$ cat src/pkg/csf_pkg.sv
// Package for the processor status word block: offsets, field positions, reset values.
// Assumes an AXI4-Lite master with 32-bit data and one aligned word per register.
package csf_pkg;
  // ****************************************
  // Register byte addresses
  // ****************************************
  localparam logic [7:0] ADDR_STATUS = 8'h00;
  localparam logic [7:0] ADDR_CORE_CTRL = 8'h04;
  localparam logic [7:0] ADDR_INT_CTRL = 8'h08;
  localparam logic [7:0] ADDR_EVT_STATUS = 8'h0C;
  localparam logic [7:0] ADDR_EVT_MASK = 8'h10;
  localparam int ADDR_W = 8;

  // ****************************************
  // Status word field positions
  // ****************************************
  localparam int BIT_OVF_A = 15;
  localparam int BIT_OVF_B = 14;
  localparam int BIT_CLIP_A = 13;
  localparam int BIT_CLIP_B = 12;
  localparam int BIT_ANY_OVF = 11;
  localparam int BIT_ANY_CLIP = 10;
  localparam int BIT_LOOP = 9;
  localparam int BIT_HALF_CARRY = 8;
  localparam int BIT_PRIO_HI = 7;
  localparam int BIT_PRIO_LO = 5;
  localparam int BIT_REPEAT = 4;
  localparam int BIT_ALU_LO = 0;
  localparam int BIT_ALU_HI = 3;

  // Core control: fourth priority bit; interrupt control: nesting disable
  localparam int BIT_CORE_PRIO3 = 3;
  localparam int BIT_NEST_DIS = 15;

  // Event status bits
  localparam int EVT_OVF_A = 0;
  localparam int EVT_OVF_B = 1;
  localparam int EVT_CLIP_A = 2;
  localparam int EVT_CLIP_B = 3;
  localparam int EVT_W = 4;

  // ****************************************
  // Reset values and responses
  // ****************************************
  localparam logic [15:0] STATUS_RESET = 16'h0000;
  localparam logic [15:0] CTRL_RESET = 16'h0000;
  localparam logic [EVT_W-1:0] EVT_RESET = 4'h0;
  localparam logic [1:0] RESP_OKAY = 2'h0;
  localparam logic [1:0] RESP_SLVERR = 2'h2;
endpackage

$ cat src/verilog/csf_axil_slave.sv
// AXI4-Lite slave front end: one write and one read at a time.
// Assumes a single clock with synchronous active-low reset.
`timescale 1ns/1ps
module csf_axil_slave
(
  // Clock and reset
  input wire logic aclk,
  input wire logic aresetn,
  // Write address and data
  input wire logic [csf_pkg::ADDR_W-1:0] s_awaddr,
  input wire logic s_awvalid,
  output logic s_awready,
  input wire logic [31:0] s_wdata,
  input wire logic [3:0] s_wstrb,
  input wire logic s_wvalid,
  output logic s_wready,
  // Write response
  output logic [1:0] s_bresp,
  output logic s_bvalid,
  input wire logic s_bready,
  // Read address and data
  input wire logic [csf_pkg::ADDR_W-1:0] s_araddr,
  input wire logic s_arvalid,
  output logic s_arready,
  output logic [31:0] s_rdata,
  output logic [1:0] s_rresp,
  output logic s_rvalid,
  input wire logic s_rready,
  // Register side
  output logic wr_en,
  output logic [csf_pkg::ADDR_W-1:0] wr_addr,
  output logic [31:0] wr_data,
  output logic [3:0] wr_strb,
  input wire logic wr_ok,
  output logic [csf_pkg::ADDR_W-1:0] rd_addr,
  input wire logic [31:0] rd_data,
  input wire logic rd_ok
);
  logic aw_held_reg;
  logic w_held_reg;
  logic [csf_pkg::ADDR_W-1:0] aw_addr_reg;
  logic [31:0] w_data_reg;
  logic [3:0] w_strb_reg;

  assign s_awready = !aw_held_reg && !s_bvalid;
  assign s_wready = !w_held_reg && !s_bvalid;
  assign wr_en = aw_held_reg && w_held_reg && !s_bvalid;
  assign wr_addr = aw_addr_reg;
  assign wr_data = w_data_reg;
  assign wr_strb = w_strb_reg;
  assign s_arready = !s_rvalid;
  assign rd_addr = s_araddr;

  // ****************************************
  // Write path
  // ****************************************
  always_ff @(posedge aclk)
  begin
    if (!aresetn)
    begin
      aw_held_reg <= 1'b0;
      w_held_reg <= 1'b0;
      aw_addr_reg <= '0;
      w_data_reg <= '0;
      w_strb_reg <= '0;
      s_bvalid <= 1'b0;
      s_bresp <= csf_pkg::RESP_OKAY;
    end
    else
    begin
      if (s_awvalid && s_awready)
      begin
        aw_held_reg <= 1'b1;
        aw_addr_reg <= s_awaddr;
      end
      if (s_wvalid && s_wready)
      begin
        w_held_reg <= 1'b1;
        w_data_reg <= s_wdata;
        w_strb_reg <= s_wstrb;
      end
      if (wr_en)
      begin
        aw_held_reg <= 1'b0;
        w_held_reg <= 1'b0;
        s_bvalid <= 1'b1;
        s_bresp <= wr_ok ? csf_pkg::RESP_OKAY : csf_pkg::RESP_SLVERR;
      end
      else if (s_bvalid && s_bready)
        s_bvalid <= 1'b0;
    end
  end

  // ****************************************
  // Read path
  // ****************************************
  always_ff @(posedge aclk)
  begin
    if (!aresetn)
    begin
      s_rvalid <= 1'b0;
      s_rdata <= '0;
      s_rresp <= csf_pkg::RESP_OKAY;
    end
    else if (s_arvalid && s_arready)
    begin
      s_rvalid <= 1'b1;
      s_rdata <= rd_data;
      s_rresp <= rd_ok ? csf_pkg::RESP_OKAY : csf_pkg::RESP_SLVERR;
    end
    else if (s_rvalid && s_rready)
      s_rvalid <= 1'b0;
  end
endmodule

$ cat src/verilog/csf_status_word.sv
// Processor status word with datapath update port and AXI4-Lite register access.
// Assumes datapath strobes are synchronous one-cycle pulses on aclk.
`timescale 1ns/1ps
// Summary of operation
// - Bit 15 flags accumulator A overflow.
// - Bit 14 flags accumulator B overflow.
// - Clip flags written directly or cleared together.
// - Priority level is control bit plus three.
// - Top priority bit blocks user interrupts.
// - Nesting disable makes the three status priority bits read-only.
module csf_status_word
(
  // Clock and reset
  input wire logic aclk,
  input wire logic aresetn,
  // AXI4-Lite write
  input wire logic [csf_pkg::ADDR_W-1:0] s_awaddr,
  input wire logic s_awvalid,
  output logic s_awready,
  input wire logic [31:0] s_wdata,
  input wire logic [3:0] s_wstrb,
  input wire logic s_wvalid,
  output logic s_wready,
  output logic [1:0] s_bresp,
  output logic s_bvalid,
  input wire logic s_bready,
  // AXI4-Lite read
  input wire logic [csf_pkg::ADDR_W-1:0] s_araddr,
  input wire logic s_arvalid,
  output logic s_arready,
  output logic [31:0] s_rdata,
  output logic [1:0] s_rresp,
  output logic s_rvalid,
  input wire logic s_rready,
  // Datapath flag inputs
  input wire logic acc_a_ovf_in,
  input wire logic acc_b_ovf_in,
  input wire logic acc_a_clip_in,
  input wire logic acc_b_clip_in,
  input wire logic loop_active_in,
  input wire logic repeat_active_in,
  input wire logic alu_flags_we,
  input wire logic half_carry_in,
  input wire logic [3:0] alu_flags_in,
  // Priority and status word outputs
  output logic [3:0] cpu_priority_level,
  output logic user_int_blocked,
  output logic [15:0] cpu_status_word,
  // Interrupt
  output logic irq
);
  logic wr_en;
  logic [csf_pkg::ADDR_W-1:0] wr_addr;
  logic [31:0] wr_data;
  logic [3:0] wr_strb;
  logic wr_ok;
  logic [csf_pkg::ADDR_W-1:0] rd_addr;
  logic [31:0] rd_data;
  logic rd_ok;

  logic acc_a_overflow_flag_reg;
  logic acc_b_overflow_flag_reg;
  logic acc_a_clip_sticky_reg;
  logic acc_b_clip_sticky_reg;
  logic half_carry_reg;
  logic [2:0] prio_low_reg;
  logic [3:0] alu_flags_reg;
  logic [15:0] core_control_word_reg;
  logic [15:0] int_control_one_reg;
  logic [csf_pkg::EVT_W-1:0] evt_status_reg;
  logic [csf_pkg::EVT_W-1:0] evt_mask_reg;
  logic any_acc_overflow;
  logic any_clip_sticky;
  logic nesting_disable;
  logic wr_status_lo;
  logic wr_status_hi;
  logic [csf_pkg::EVT_W-1:0] evt_in;

  csf_axil_slave u_bus
  (
    .aclk(aclk),
    .aresetn(aresetn),
    .s_awaddr(s_awaddr),
    .s_awvalid(s_awvalid),
    .s_awready(s_awready),
    .s_wdata(s_wdata),
    .s_wstrb(s_wstrb),
    .s_wvalid(s_wvalid),
    .s_wready(s_wready),
    .s_bresp(s_bresp),
    .s_bvalid(s_bvalid),
    .s_bready(s_bready),
    .s_araddr(s_araddr),
    .s_arvalid(s_arvalid),
    .s_arready(s_arready),
    .s_rdata(s_rdata),
    .s_rresp(s_rresp),
    .s_rvalid(s_rvalid),
    .s_rready(s_rready),
    .wr_en(wr_en),
    .wr_addr(wr_addr),
    .wr_data(wr_data),
    .wr_strb(wr_strb),
    .wr_ok(wr_ok),
    .rd_addr(rd_addr),
    .rd_data(rd_data),
    .rd_ok(rd_ok)
  );

  // ****************************************
  // Derived flags
  // ****************************************
  assign any_acc_overflow = acc_a_overflow_flag_reg | acc_b_overflow_flag_reg;
  assign any_clip_sticky = acc_a_clip_sticky_reg | acc_b_clip_sticky_reg;
  assign nesting_disable = int_control_one_reg[csf_pkg::BIT_NEST_DIS];
  assign cpu_priority_level = {core_control_word_reg[csf_pkg::BIT_CORE_PRIO3],
    prio_low_reg};
  assign user_int_blocked = core_control_word_reg[csf_pkg::BIT_CORE_PRIO3];
  assign wr_status_lo = wr_en && wr_addr == csf_pkg::ADDR_STATUS && wr_strb[0];
  assign wr_status_hi = wr_en && wr_addr == csf_pkg::ADDR_STATUS && wr_strb[1];

  always_comb
  begin
    cpu_status_word = csf_pkg::STATUS_RESET;
    cpu_status_word[csf_pkg::BIT_OVF_A] = acc_a_overflow_flag_reg;
    cpu_status_word[csf_pkg::BIT_OVF_B] = acc_b_overflow_flag_reg;
    cpu_status_word[csf_pkg::BIT_CLIP_A] = acc_a_clip_sticky_reg;
    cpu_status_word[csf_pkg::BIT_CLIP_B] = acc_b_clip_sticky_reg;
    cpu_status_word[csf_pkg::BIT_ANY_OVF] = any_acc_overflow;
    cpu_status_word[csf_pkg::BIT_ANY_CLIP] = any_clip_sticky;
    cpu_status_word[csf_pkg::BIT_LOOP] = loop_active_in;
    cpu_status_word[csf_pkg::BIT_HALF_CARRY] = half_carry_reg;
    cpu_status_word[csf_pkg::BIT_PRIO_HI:csf_pkg::BIT_PRIO_LO] = prio_low_reg;
    cpu_status_word[csf_pkg::BIT_REPEAT] = repeat_active_in;
    cpu_status_word[csf_pkg::BIT_ALU_HI:csf_pkg::BIT_ALU_LO] = alu_flags_reg;
  end

  // ****************************************
  // Overflow flags follow the datapath
  // ****************************************
  always_ff @(posedge aclk)
  begin
    if (!aresetn)
    begin
      acc_a_overflow_flag_reg <= 1'b0;
      acc_b_overflow_flag_reg <= 1'b0;
    end
    else
    begin
      acc_a_overflow_flag_reg <= acc_a_ovf_in;
      acc_b_overflow_flag_reg <= acc_b_ovf_in;
    end
  end

  // ****************************************
  // Sticky clip flags: datapath set wins over software
  // ****************************************
  always_ff @(posedge aclk)
  begin
    if (!aresetn)
    begin
      acc_a_clip_sticky_reg <= 1'b0;
      acc_b_clip_sticky_reg <= 1'b0;
    end
    else
    begin
      if (wr_status_hi)
      begin
        if (!wr_data[csf_pkg::BIT_ANY_CLIP])
        begin
          acc_a_clip_sticky_reg <= acc_a_clip_in;
          acc_b_clip_sticky_reg <= acc_b_clip_in;
        end
        else
        begin
          acc_a_clip_sticky_reg <= wr_data[csf_pkg::BIT_CLIP_A] | acc_a_clip_in;
          acc_b_clip_sticky_reg <= wr_data[csf_pkg::BIT_CLIP_B] | acc_b_clip_in;
        end
      end
      else
      begin
        acc_a_clip_sticky_reg <= acc_a_clip_sticky_reg | acc_a_clip_in;
        acc_b_clip_sticky_reg <= acc_b_clip_sticky_reg | acc_b_clip_in;
      end
    end
  end

  // ****************************************
  // Half carry, ALU flags and priority bits
  // ****************************************
  always_ff @(posedge aclk)
  begin
    if (!aresetn)
    begin
      half_carry_reg <= 1'b0;
      alu_flags_reg <= '0;
      prio_low_reg <= '0;
    end
    else
    begin
      if (alu_flags_we)
      begin
        half_carry_reg <= half_carry_in;
        alu_flags_reg <= alu_flags_in;
      end
      else
      begin
        if (wr_status_hi)
          half_carry_reg <= wr_data[csf_pkg::BIT_HALF_CARRY];
        if (wr_status_lo)
          alu_flags_reg <= wr_data[csf_pkg::BIT_ALU_HI:csf_pkg::BIT_ALU_LO];
      end
      if (wr_status_lo && !nesting_disable)
        prio_low_reg <= wr_data[csf_pkg::BIT_PRIO_HI:csf_pkg::BIT_PRIO_LO];
    end
  end

  // ****************************************
  // Control words
  // ****************************************
  always_ff @(posedge aclk)
  begin
    if (!aresetn)
    begin
      core_control_word_reg <= csf_pkg::CTRL_RESET;
      int_control_one_reg <= csf_pkg::CTRL_RESET;
      evt_mask_reg <= csf_pkg::EVT_RESET;
    end
    else if (wr_en)
    begin
      if (wr_addr == csf_pkg::ADDR_CORE_CTRL)
      begin
        if (wr_strb[0])
          core_control_word_reg[7:0] <= wr_data[7:0];
        if (wr_strb[1])
          core_control_word_reg[15:8] <= wr_data[15:8];
      end
      if (wr_addr == csf_pkg::ADDR_INT_CTRL)
      begin
        if (wr_strb[0])
          int_control_one_reg[7:0] <= wr_data[7:0];
        if (wr_strb[1])
          int_control_one_reg[15:8] <= wr_data[15:8];
      end
      if (wr_addr == csf_pkg::ADDR_EVT_MASK && wr_strb[0])
        evt_mask_reg <= wr_data[csf_pkg::EVT_W-1:0];
    end
  end

  // ****************************************
  // Event status, write one to clear, set wins
  // ****************************************
  assign evt_in = {acc_b_clip_in, acc_a_clip_in, acc_b_ovf_in, acc_a_ovf_in};

  generate
    for (genvar i = 0; i < csf_pkg::EVT_W; i++)
    begin : g_evt
      always_ff @(posedge aclk)
      begin
        if (!aresetn)
          evt_status_reg[i] <= 1'b0;
        else if (evt_in[i])
          evt_status_reg[i] <= 1'b1;
        else if (wr_en && wr_addr == csf_pkg::ADDR_EVT_STATUS && wr_strb[0] && wr_data[i])
          evt_status_reg[i] <= 1'b0;
      end
    end
  endgenerate

  assign irq = |(evt_status_reg & evt_mask_reg);

  // ****************************************
  // Register decode
  // ****************************************
  always_comb
  begin
    wr_ok = 1'b1;
    case (wr_addr)
      csf_pkg::ADDR_STATUS, csf_pkg::ADDR_CORE_CTRL, csf_pkg::ADDR_INT_CTRL,
      csf_pkg::ADDR_EVT_STATUS, csf_pkg::ADDR_EVT_MASK: wr_ok = 1'b1;
      default: wr_ok = 1'b0;
    endcase
  end

  always_comb
  begin
    rd_data = '0;
    rd_ok = 1'b1;
    case (rd_addr)
      csf_pkg::ADDR_STATUS: rd_data = {16'h0000, cpu_status_word};
      csf_pkg::ADDR_CORE_CTRL: rd_data = {16'h0000, core_control_word_reg};
      csf_pkg::ADDR_INT_CTRL: rd_data = {16'h0000, int_control_one_reg};
      csf_pkg::ADDR_EVT_STATUS: rd_data = {28'h0000000, evt_status_reg};
      csf_pkg::ADDR_EVT_MASK: rd_data = {28'h0000000, evt_mask_reg};
      default: rd_ok = 1'b0;
    endcase
  end

  // ****************************************
  // Checks
  // ****************************************
  chk_ovf_a_follow: assert property (@(posedge aclk) disable iff (!aresetn)
    acc_a_ovf_in |=> cpu_status_word[csf_pkg::BIT_OVF_A])
    else $error("overflow A flag not set");
  chk_ovf_b_follow: assert property (@(posedge aclk) disable iff (!aresetn)
    !acc_b_ovf_in |=> !cpu_status_word[csf_pkg::BIT_OVF_B])
    else $error("overflow B flag set without cause");
  chk_clip_clear_all: assert property (@(posedge aclk) disable iff (!aresetn)
    wr_status_hi && !wr_data[csf_pkg::BIT_ANY_CLIP] && !acc_a_clip_in && !acc_b_clip_in
    |=> !any_clip_sticky)
    else $error("combined clip clear failed");
  chk_prio_compose: assert property (@(posedge aclk) disable iff (!aresetn)
    wr_status_lo && !nesting_disable
    |=> cpu_priority_level[2:0] == $past(wr_data[csf_pkg::BIT_PRIO_HI:csf_pkg::BIT_PRIO_LO]))
    else $error("priority level mismatch");
  chk_user_block: assert property (@(posedge aclk) disable iff (!aresetn)
    wr_en && wr_addr == csf_pkg::ADDR_CORE_CTRL && wr_strb[0]
    |=> user_int_blocked == $past(wr_data[csf_pkg::BIT_CORE_PRIO3]))
    else $error("user interrupts not blocked");
  chk_prio_locked: assert property (@(posedge aclk) disable iff (!aresetn)
    nesting_disable |=> $stable(prio_low_reg))
    else $error("priority bits changed while locked");
  chk_any_ovf: assert property (@(posedge aclk) disable iff (!aresetn)
    $past(acc_a_ovf_in) || $past(acc_b_ovf_in) |-> cpu_status_word[csf_pkg::BIT_ANY_OVF])
    else $error("combined overflow missing");
  chk_clip_sticky_hold: assert property (@(posedge aclk) disable iff (!aresetn)
    acc_a_clip_in |=> any_clip_sticky[*1] ##0 acc_a_clip_sticky_reg)
    else $error("clip sticky lost");
endmodule

$ cat config.mk
export PLATFORM = sky130hd
export DESIGN_NAME = csf_status_word
export DESIGN_NICKNAME = d
export VERILOG_FILES = /design/src/pkg/csf_pkg.sv /design/src/verilog/csf_axil_slave.sv /design/src/verilog/csf_status_word.sv
export SDC_FILE = /design/constraint.sdc
export NUM_CORES = 1
export LEC_CHECK = 0
export BUFFER_PORTS_ARGS = -buffer_cell sky130_fd_sc_hd__buf_2
export CAP_MARGIN = 20
export CORE_MARGIN = 5
export CORE_UTILIZATION = 40
export CTS_CLUSTER_SIZE = 28
export DETAILED_ROUTE_END_ITERATION = 12
export MAX_ROUTING_LAYER = met4
export PLACE_DENSITY_LB_ADDON = 0.2
export SYNTH_ARGS = -nofsm -noshare
export SYNTH_HDL_FRONTEND = slang
export SYNTH_SLANG_ARGS = --single-unit
export TNS_END_PERCENT = 100
$ cat constraint.sdc
create_clock -name aclk -period 1.7 [get_ports aclk]
set_input_delay 0.085 -clock aclk [delete_from_list [all_inputs] [get_ports aclk]]
set_output_delay 0.085 -clock aclk [all_outputs]
set_load 0.005 [all_outputs]
# After elaboration in Yosys (flattened, before gate mapping)
# Cells that the tools add are included.
classes:
  n_eq_ne: 8
  n_mux: 25
  bitwise_logic: 8
  reduce_logical: 44
ops:
  columns: ["operator", "n"]
  rows:
  - ["$pmux W16 S5", 1]
  - ["$eq A8 B4 Y1 const B", 4]
  - ["$logic_and A1 B1 Y1", 20]
  - ["$mux W1", 20]
  - ["$eq A8 B3 Y1 const B", 2]
  - ["$eq A8 B5 Y1 const B", 2]
  - ["$logic_not A8 Y1", 2]
  - ["$reduce_bool A2 Y1", 8]
  - ["$reduce_and A3 Y1", 4]
  - ["$reduce_or A5 Y1", 2]
  - ["$mux W4", 2]
  - ["$or A1 B1 Y1", 6]
  - ["$logic_not A1 Y1", 5]
  - ["$and A4 B4 Y4", 1]
  - ["$mux W2", 2]
  - ["$reduce_or A4 Y1", 1]
  - ["$reduce_and A2 Y1", 1]
  - ["$reduce_or A2 Y1", 1]
  - ["$not A1 Y1", 1]
word_totals:
  register_bits: 118
  in_bits: 71
  out_inout_bits: 63
  wordCells: 111

# Logic depth before layout (Yosys ltp)
# Gate-level depths: netlist (run 1).
depth:
  depth_word: 7
  depth_mapped: 6
  mapped_depth_nobuf: 4

# Modules after synthesis
# From an unflattened synthesis (run 1), not the netlist that was laid out.
hier_totals:
  cells_unflattened: 695
  hier_area_um2: 5934.4
modules_own_cells:
  columns: ["mod", "instances", "cells_each", "area_each_um2"]
  rows:
  - ["csf_axil_slave", 1, 372, 3125.5]
  - ["csf_status_word", 1, 323, 2808.9]

# Worst setup path after synthesis (run 1)
# No wires, ideal clock.
synth_timing:
  path_type: "flip-flop to flip-flop"
  startpoint: "reg u_bus.aw_addr_reg, in the netlist u_bus.wr_addr[6]"
  endpoint: "reg half_carry_reg"
  arrival_ns: 1.524
  required_ns: 1.621
  slack_ns: 0.096
  stages_incl_launch_ff: 5
  period_less_slack_ns: 1.604
  cell_sequence: "dfxtp_1 -> or4_4 -> nor4_4 -> nor3_1 -> a211oi_2"
synth_between:
  elab_chain_len: 4
synth_lines:
  columns: ["item", "line", "source"]
  rows:
  - ["start, declared", "csf_axil_slave.sv:41", "logic [csf_pkg::ADDR_W-1:0] aw_addr_reg;"]
  - ["start signal, assigned", "csf_axil_slave.sv:74", "aw_addr_reg <= s_awaddr;"]
  - ["$logic_not A8 Y1", "csf_status_word.sv:120", "assign wr_status_hi = wr_en && wr_addr == csf_pkg::ADDR_STATUS && wr_strb[1];"]
  - ["$logic_and A1 B1 Y1 (2 in series)", "csf_status_word.sv:120", null]
  - ["$reduce_bool A2 Y1 (no line)", null, null]
  - ["end signal, assigned", "csf_status_word.sv:203", "half_carry_reg <= half_carry_in;"]
  - ["end signal, assigned", "csf_status_word.sv:209", "half_carry_reg <= wr_data[csf_pkg::BIT_HALF_CARRY];"]
  - ["end, declared", "csf_status_word.sv:65", "logic half_carry_reg;"]
# Every way passes these cells.
# A chain may end at the register's enable or synchronous reset.

# Worst setup path after layout (run 1)
layout_timing:
  startpoint: "reg u_bus.aw_addr_reg, in the netlist u_bus.wr_addr[6]"
  endpoint: "reg acc_a_clip_sticky_reg"
layout_between:
  elab_chain_len: 4
layout_lines:
  columns: ["item", "line", "source"]
  rows:
  - ["$logic_not A8 Y1", "csf_status_word.sv:120", null]
  - ["$logic_and A1 B1 Y1 (2 in series)", "csf_status_word.sv:120", null]
  - ["$mux W1", "csf_status_word.sv:167", "if (wr_status_hi)"]
  - ["end signal, assigned", "csf_status_word.sv:171", "acc_a_clip_sticky_reg <= acc_a_clip_in;"]
  - ["end signal, assigned", "csf_status_word.sv:176", "acc_a_clip_sticky_reg <= wr_data[csf_pkg::BIT_CLIP_A] | acc_a_clip_in;"]
  - ["end signal, assigned", "csf_status_word.sv:182", "acc_a_clip_sticky_reg <= acc_a_clip_sticky_reg | acc_a_clip_in;"]
  - ["end, declared", "csf_status_word.sv:63", "logic acc_a_clip_sticky_reg;"]
# Every way passes these cells.

==> reports/metrics.cfg, run 1 <==
[status]
status=complete, no violations

[sta]
timing.fmax_mhz=601
fin_crit_sh_pct=97.9
grt_setup_unrepaired=true
finalCriticalPeriod_ns=1.66
finClkSkew_ns=0.0123
slew_viol_final=0
hold_violations=0
max_slew_margin_pct=47.9
setup_viol=0
hold_ws_ns=0.0190
worst_pin_slew_ns=0.780

[die]
die_w_um=115
rows=38
die_h_um=115
fp.coreArea_um2=10900
ios=134
dieArea_um2=13300
initial_core_util_pct=40.8

[logic_synthesis]
avgSynthCellArea_um2=8.65
ys_types=39
synth-seq-cells=100
synth_cells=514
syn_area_um2=4450
yosysWarnings=0
seq_area_frac_synth_pct=45.0
synth_edf_count=0
synth-main-ff-cell=dfxtp_1
async_flop_share_pct=0

[setup_path]
critPathLaunchType=register
criticalPathCategory=reg2reg
crit_arrival_ns=1.98
cp-end-kind=register
cp.required_ns=2.01
reg2reg_slack_ns=0.04
rr_worst_depth=4
r2r-start=u_bus.wr_addr[6]$_SDFFE_PN0P_
worstReg2RegEnd=acc_a_clip_sticky_reg$_SDFF_PN0_
worstPathMaxFanout=5

[route]
wl_per_cell_um=14.6
dr.pass1.iters=4
drtIter0Drc=194
drc=0
ant_nets=0
routed_via_density=4.98
dr_total_vias=3861
routed_wl_um=11300

[finish]
num_antenna_cells=0
fill_cells=1077
syn_to_final_growth_pct=24.3
layout_common_cells=nand2_1, dfxtp_1, buf_2
mostFrequentLayoutCell=nand2_1
fin_nets=702
drive_gt1_share_pct=25.3

[grt]
top_usage_layer=met2
met2_usage_pct=27.5
grt_pass1_wl_um=18300
grtUsageMet3_pct=3.60
grtUsageTotal_pct=17.7
gr-total-overflow=0
grt_max_degree=52
grt_pass1_vias=3724
grt_util_met1_pct=23.3
antenna_found_initial=0

[min_path]
hp-class=in2reg
hold_depth=3
hold_end=u_bus.wr_addr[2]$_SDFFE_PN0P_
worstHoldStart=s_awaddr[2]

[clocking]
cts_tree=done
cts_buffers=9
clock_sinks=100
cts-root-buf=clkbuf_8
insertion_delay_ns=0.36
clockBufferDepth=2
htreeDepth=3
clk_pin_slew_ns=0.10

[placed_design]
hpwl_um=8330
port_buffers=97
gp_congestion=0.859

[pwr]
vdd_drop_max_uv=397
total_power_mw=4.61
power.density_nw_per_um2=834
p_leak_nw=2.32

[flow_run]
max_cap_viol_count=0

-- repair_timing --
item	4_1_cts	5_1_grt
resized for setup	2	3
setup buffers	0	1
hold endpoints to repair	28	0
setup endpoints to repair	4	6
hold buffers	27	0
pin swaps	0	2
-- synth_stat cells (all sizes together) (3+ instances only) --
cell type / count / area share, %
nand3: 32 / 3.6
and2: 4 / 0.56
nor3b: 3 / 0.51
a311oi: 4 / 0.79
nor2: 10 / 0.84
clkbuf: 25 / 2.1
a31oi: 7 / 0.98
inv: 8 / 0.68
nand2: 110 / 9.3
o21ai: 56 / 6.3
o22a: 4 / 0.79
mux2i: 27 / 6.1
buf: 37 / 5.9
nor3: 4 / 0.45
a22o: 12 / 2.4
a21boi: 29 / 4.9
nand4b: 4 / 0.79
and4b: 3 / 0.68
mux2: 8 / 2.0
dfxtp: 100 / 45
nor2b: 4 / 0.56
-- how the worst max path moves through the flow --
stage                                        from                                to  slack (ns)  cells after the start
CTS                 u_bus.wr_addr[6]$_SDFFE_PN0P_  acc_b_clip_sticky_reg$_SDFF_PN0_        0.02                      4
detailed placement  u_bus.wr_addr[6]$_SDFFE_PN0P_     alu_flags_reg[3]$_SDFFE_PN0P_       -0.03                      4
global route        u_bus.wr_addr[6]$_SDFFE_PN0P_  acc_a_clip_sticky_reg$_SDFF_PN0_       -0.02                      4
finish              u_bus.wr_addr[6]$_SDFFE_PN0P_  acc_a_clip_sticky_reg$_SDFF_PN0_        0.04                      4
global placement    u_bus.wr_addr[6]$_SDFFE_PN0P_     alu_flags_reg[3]$_SDFFE_PN0P_        0.04                      4
floorplan           u_bus.wr_addr[6]$_SDFFE_PN0P_       half_carry_reg$_SDFFE_PN0P_         0.1                      4
-- where the power goes --
| group | internal [mW] | switching (mW) |
|---|---|---|
| Combinational | 0.273 | 0.305 |
| Clock | 0.728 | 0.814 |
| Sequential | 2.42 | 0.0697 |
| Total | 3.42 | 1.19 |
-- logic make-up (layout without fill, tap and decap cells) --
family	Yosys count	in the layout	share of synthesized area, %
AND/OR/NAND/NOR	188	188	20.5
multiplexers	35	35	8.10
flip-flops	100	100	45.0
AO/OA/AOI/OAI	120	120	17.7
buffers and inverters	70	175	8.64
other	1	18	0.0843
-- metal layers --
layer | share of wire, % | vias up | wire [um]
met4 | 1.9 | 0 | 210
li1 | - | 1971 | -
met1 | 47 | 1759 | 5300
met5 | 0 | - | 0
met2 | 45 | 115 | 5150
met3 | 6.0 | 16 | 676
-- metrics by stage --
stage	setup slack, ns	std cells	util, %	area [um2]	TNS (ns)
2_1_floorplan	0.0962	531	-	4510	0
3_3_place_gp	0.0441	732	46.2	5020	0
3_5_place_dp	-0.0288	732	46.2	5020	-0.0958
4_1_cts	0.0205	775	50.6	5510	0
5_1_grt	-0.0204	776	50.8	5530	-0.0640
6_report	0.0364	776	50.8	5530	0
-- area by class of cell --
| cell class | instances | area (um2) | share of cell area (%) |
|---|---|---|---|
| clock buffers | 11 | 141 | 2.56 |
| flip-flops and latches | 100 | 2000 | 36.2 |
| repair buffers | 151 | 971 | 17.6 |
| well taps | 140 | 175 | 3.17 |
| multi-input cells | 361 | 2150 | 38.8 |
| inverters | 8 | 30.0 | 0.543 |
| clock inverters | 5 | 60.1 | 1.09 |
-- critical path, stage by stage (launching register included) --
cell and delay [ns]:
dfxtp_2 0.33, or4_4 0.57, nor4_4 0.38, buf_4 0.19, o311a_2 0.14
No activity file was read; power rests on OpenSTA's default activity.
==> run 2: changes to the inputs <==
clock period = 1.88 ns   (was 1.7 ns; I/O delays follow)
==> reports/metrics.cfg, run 2 (synthesized netlist as in run 1, its figures left out) <==
[sta]
finClkSkew_ns=0.00654  ; was 0.0123 ns
max_slew_margin_pct=49.6  ; was 47.9%
worst_pin_slew_ns=0.754  ; was 0.780 ns
setup_viol=0  ; unchanged
finalCriticalPeriod_ns=1.74  ; was 1.66 ns
hold_violations=0  ; unchanged
slew_viol_final=0  ; unchanged
hold_ws_ns=0.0252  ; was 0.0190 ns
timing.fmax_mhz=575  ; was 601 MHz
grt_setup_unrepaired=false  ; was true
layout_setup_ws_ns=0.142  ; was 0.0364 ns
fin_crit_sh_pct=92.4  ; was 97.9%
tns_ns=0  ; unchanged

[route]
routed_wl_um=11200  ; was 11300 um
drtIter0Drc=212  ; was 194
drc=0  ; unchanged
dr_total_vias=3779  ; was 3861
routed_via_density=4.93  ; was 4.98
wl_per_cell_um=14.6  ; about the same
dr.pass1.iters=5  ; was 4
ant_nets=0  ; unchanged

[min_path]
hold_end=u_bus.wr_addr[3]$_SDFFE_PN0P_  ; was u_bus.wr_addr[2]$_SDFFE_PN0P_
hp-class=in2reg  ; unchanged
hold_depth=3  ; unchanged
worstHoldStart=s_awaddr[3]  ; was s_awaddr[2]

[finish]
fin_nets=693  ; was 702
drive_gt1_share_pct=23.3  ; was 25.3%
stdcell_count=767  ; was 776
mostFrequentLayoutCell=nand2_1  ; unchanged
fill_cells=1063  ; was 1077
num_antenna_cells=0  ; unchanged
layout_common_cells=nand2_1, dfxtp_1, buf_2  ; unchanged
syn_to_final_growth_pct=22.5  ; was 24.3%

[die]
rows=38  ; unchanged
dieArea_um2=13300  ; unchanged
initial_core_util_pct=40.8  ; unchanged
die_h_um=115  ; unchanged
ios=134  ; unchanged
die_w_um=115  ; unchanged
fp.coreArea_um2=10900  ; unchanged

[placed_design]
hpwl_um=8080  ; was 8330 um
placed_cells=721  ; was 732
port_buffers=97  ; unchanged
place_ws_ns=0.122  ; was -0.0288 ns
gp_congestion=0.846  ; was 0.859

[setup_path]
criticalPathCategory=reg2reg  ; unchanged
worstPathMaxFanout=6  ; was 5
crit_arrival_ns=2.03  ; was 1.98 ns
max_stage_delay_ns=0.58  ; was 0.57 ns
cp-end-kind=register  ; unchanged
cp.required_ns=2.17  ; was 2.01 ns
reg2reg_slack_ns=0.14  ; was 0.04 ns
worstReg2RegEnd=half_carry_reg$_SDFFE_PN0P_  ; was acc_a_clip_sticky_reg$_SDFF_PN0_
critPathLaunchType=register  ; unchanged
path_cells=or4_4 -> nor4_4 -> nor3_1 -> a211oi_2  ; was or4_4 -> nor4_4 -> buf_4 -> o311a_2
r2r-start=u_bus.wr_addr[6]$_SDFFE_PN0P_  ; unchanged
cpMaxStageDelayCell=or4_4  ; unchanged
rr_worst_depth=4  ; unchanged

[pwr]
power.internal_mw=3.07  ; was 3.42 mW
power_frac_clock_pct=33.6  ; was 33.5%
power.density_nw_per_um2=760  ; was 834 nW/um2
p_leak_nw=2.27  ; was 2.32 nW
p_sw_mw=1.07  ; was 1.19 mW
vdd_drop_max_uv=357  ; was 397 uV
switching_share_pct=25.8  ; about the same
combPwrFrac_pct=11.9  ; was 12.5%
seq_power_share_pct=54.6  ; was 54.0%

[clocking]
clock_sinks=100  ; unchanged
post_cts_buffers=0  ; unchanged
clk_pin_slew_ns=0.09  ; was 0.10 ns
cts-root-buf=clkbuf_8  ; unchanged
cts_tree=done  ; unchanged
htreeDepth=3  ; unchanged
insertion_delay_ns=0.37  ; was 0.36 ns
cts_buffers=9  ; unchanged
clockBufferDepth=2  ; unchanged

[grt]
grtUsageTotal_pct=17.9  ; was 17.7%
antenna_found_initial=0  ; unchanged
gr-total-overflow=0  ; unchanged
grt_pass1_vias=3700  ; was 3724
grt_max_degree=102  ; was 52
grt_pass1_wl_um=18500  ; was 18300 um

[flow_run]
max_cap_viol_count=0  ; unchanged

[status]
status=complete, no violations  ; unchanged

-- run 2: worst max path at each step --
stage / from / endpoint / slack (ns) / cells after the start
after floorplan: u_bus.wr_addr[6]$_SDFFE_PN0P_ / half_carry_reg$_SDFFE_PN0P_ / 0.28 / 4
after global placement: u_bus.wr_addr[6]$_SDFFE_PN0P_ / alu_flags_reg[3]$_SDFFE_PN0P_ / 0.15 / 4
after detailed placement: u_bus.wr_addr[6]$_SDFFE_PN0P_ / alu_flags_reg[2]$_SDFFE_PN0P_ / 0.12 / 4
after CTS: u_bus.wr_addr[6]$_SDFFE_PN0P_ / alu_flags_reg[2]$_SDFFE_PN0P_ / 0.11 / 4
after global routing: u_bus.wr_addr[6]$_SDFFE_PN0P_ / evt_status_reg[2]$_SDFFE_PN0P_ / 0.01 / 4
final: u_bus.wr_addr[6]$_SDFFE_PN0P_ / half_carry_reg$_SDFFE_PN0P_ / 0.14 / 4
-- run 2: power by group through the flow --
stage	Clock [mW]	Combinational (mW)	Sequential, mW
6_report	1.39	0.492	2.26
5_1_grt	1.51	0.557	2.27
4_1_cts	1.42	0.493	2.26
3_5_place_dp	0	0.444	2.31
3_3_place_gp	0	0.436	2.30
2_1_floorplan	0	0.319	2.28
-- run 2: layout make-up --
| cell class | instances | area, um2 | share of cell area (%) |
|---|---|---|---|
| clock buffers | 10 | 138 | 2.53 |
| clock inverters | 6 | 62.6 | 1.15 |
| inverters | 8 | 30.0 | 0.551 |
| multi-input cells | 361 | 2130 | 39.1 |
| flip-flops and latches | 100 | 2000 | 36.7 |
| well taps | 140 | 175 | 3.21 |
| repair buffers | 142 | 911 | 16.7 |
-- run 2: metal layers --
layer	routed length, um	GRT usage, %	part of all wire, %	vias up
met5	0	-	0	-
met4	240	7.51	2.1	0
met3	627	2.51	5.6	16
met2	5060	28.0	45	95
met1	5290	23.4	47	1716
li1	-	-	-	1952
-- run 2: per-stage QoR --
stage	total power, mW	cell area (um2)	utilization (%)
5_1_grt	4.33	5450	50.0
6_report	4.14	5450	50.0
4_1_cts	4.17	5440	50.0
2_1_floorplan	2.60	4510	-
3_3_place_gp	2.74	4940	45.4
3_5_place_dp	2.75	4940	45.4
-- run 2: worst max-delay path, delay by kind of cell (launching register included) --
kind | cells | cell delay, ns
and+or+nand+nor | 3 | 1.11
DFF | 1 | 0.35
AOI/OAI and AO/OA | 1 | 0.20
-- run 2: what timing repair did --
action / CTS / global route
hold buffers: 30 / 0
gates resized for setup: 0 / 1
hold endpoints to repair: 29 / 0
endpoints found under the setup margin: 0 / 2
==> run 3: changes to the inputs <==
clock period = 2.1 ns   (was 1.88 ns; I/O delays follow)
==> reports/metrics.cfg, run 3 (synthesized netlist as in run 1, its figures left out) <==
[status]
status=complete, no violations  ; unchanged

[finish]
fill_cells=1066  ; was 1063
design_area_um2=5390  ; was 5450 um2
mostFrequentLayoutCell=nand2_1  ; unchanged
fin_nets=684  ; was 693
drive_gt1_share_pct=22.8  ; was 23.3%
num_antenna_cells=0  ; unchanged
layout_common_cells=nand2_1, dfxtp_1, buf_2  ; unchanged
syn_to_final_growth_pct=21.1  ; was 22.5%

[setup_path]
worstPathMaxFanout=4  ; was 6
cp-end-kind=register  ; unchanged
criticalPathCategory=reg2reg  ; unchanged
cp.required_ns=2.32  ; was 2.17 ns
critPathLaunchType=register  ; unchanged
crit_arrival_ns=1.97  ; was 2.03 ns

[pwr]
power.density_nw_per_um2=704  ; was 760 nW/um2
vdd_drop_max_uv=318  ; was 357 uV
p_leak_nw=2.24  ; was 2.27 nW
total_power_mw=3.79  ; was 4.14 mW

[placed_design]
dpl_cell_area_um2=4920  ; was 4940 um2
gp_congestion=0.824  ; was 0.846
port_buffers=97  ; unchanged
hpwl_um=7930  ; was 8080 um

[clocking]
clock_sinks=100  ; unchanged
clockBufferDepth=2  ; unchanged
clk_pin_slew_ns=0.09  ; about the same
cts-root-buf=clkbuf_8  ; unchanged
htreeDepth=3  ; unchanged
insertion_delay_ns=0.35  ; was 0.37 ns
cts_buffers=9  ; unchanged
cts_tree=done  ; unchanged

[die]
fp.coreArea_um2=10900  ; unchanged
dieArea_um2=13300  ; unchanged
die_w_um=115  ; unchanged
die_h_um=115  ; unchanged
initial_core_util_pct=40.8  ; unchanged
ios=134  ; unchanged
rows=38  ; unchanged

[grt]
grt_pass1_vias=3551  ; was 3700
grt_pass1_wl_um=17700  ; was 18500 um
grt_util_met1_pct=23.2  ; was 23.4%
grtUsageTotal_pct=17.2  ; was 17.9%
gr-total-overflow=0  ; unchanged
grtUsageMet3_pct=2.40  ; was 2.51%
top_usage_layer=met2  ; unchanged
grt_max_degree=53  ; was 102
met2_usage_pct=25.9  ; was 28.0%
antenna_found_initial=0  ; unchanged

[route]
wl_per_cell_um=14.1  ; was 14.6 um
dr_total_vias=3697  ; was 3779
dr.pass1.iters=4  ; was 5
drc=0  ; unchanged
routed_wl_um=10700  ; was 11200 um
routed_via_density=4.88  ; was 4.93
ant_nets=0  ; unchanged
drtIter0Drc=154  ; was 212

[sta]
finalCriticalPeriod_ns=1.75  ; was 1.74 ns
finClkSkew_ns=0.0110  ; was 0.00654 ns
slew_viol_final=0  ; unchanged
fin_crit_sh_pct=83.2  ; was 92.4%
setup_viol=0  ; unchanged
max_slew_margin_pct=43.0  ; was 49.6%
grt_setup_unrepaired=false  ; unchanged
hold_violations=0  ; unchanged
tns_ns=0  ; unchanged
hold_ws_ns=0.0255  ; was 0.0252 ns
worst_pin_slew_ns=0.854  ; was 0.754 ns
timing.fmax_mhz=572  ; was 575 MHz

[min_path]
hp-class=in2reg  ; unchanged

[flow_run]
max_cap_viol_count=0  ; unchanged

==> run 3: cell types whose count changed in the layout (fill, tap and decap cells not counted), sizes merged <==
cell,change
dlygate4sd3,-6
buf,-3
clkbuf,+1
clkinv,-2
inv,-1
bufinv,+1
clkinvlp,+1
==> run 3: metal layers <==
| layer | share of wire (%) | vias to the layer above |
|---|---|---|
| met5 | 0 | - |
| met3 | 5.4 | 13 |
| met2 | 44 | 93 |
| met1 | 48 | 1656 |
| met4 | 1.7 | 0 |
| li1 | - | 1935 |
==> run 3: stage by stage <==
stage                     std cells  worst slack [ns]  util, %
after CTS                       758             0.330     49.5
after global placement          718             0.364     45.2
after detailed placement        718             0.340     45.2
after floorplan                 531             0.496        -
after global routing            758             0.206     49.5
final                           758             0.353     49.5
==> run 3: final cells by class <==
class	instances	area [um2]	share of cell area, %
Sequential cell	100	2000	37.2
Inverter	8	30.0	0.557
Timing Repair Buffer	133	828	15.4
Tap cell	140	175	3.25
Clock inverter	5	85.1	1.58
Clock buffer	11	141	2.62
Multi-Input combinational cell	361	2120	39.4
==> run 3: final timing paths <==
kind / from / end / slack [ns] / depth (start not counted)
worst max-delay path: u_bus.wr_addr[6]$_SDFFE_PN0P_ / alu_flags_reg[0]$_SDFFE_PN0P_ / 0.35 / 4
worst min-delay path: acc_a_ovf_in / acc_a_overflow_flag_reg$_SDFF_PN0_ / 0.03 / 2
worst max register to register: u_bus.wr_addr[6]$_SDFFE_PN0P_ / alu_flags_reg[0]$_SDFFE_PN0P_ / 0.35 / 4
worst min register to register: u_bus.wr_data[4]$_SDFFE_PN0P_ / u_bus.wr_data[4]$_SDFFE_PN0P_ / 0.47 / 2
==> run 3: timing repair <==
item                                   CTS  global route
hold buffers                            24             0
endpoints found under the hold margin   23             0
resized for setup                        0             0
buffers inserted                         0             0
==> run 3: critical path, stage by stage (launching register included) <==
cell,delay [ns]
dfxtp_1,0.35
or4_4,0.58
nor3_1,0.24
a31oi_1,0.27
mux2i_1,0.19
==> run 3: where the power goes <==
part	switching [mW]	internal [mW]
clock	0.641	0.709
sequential	0.0633	1.96
combinational	0.223	0.196
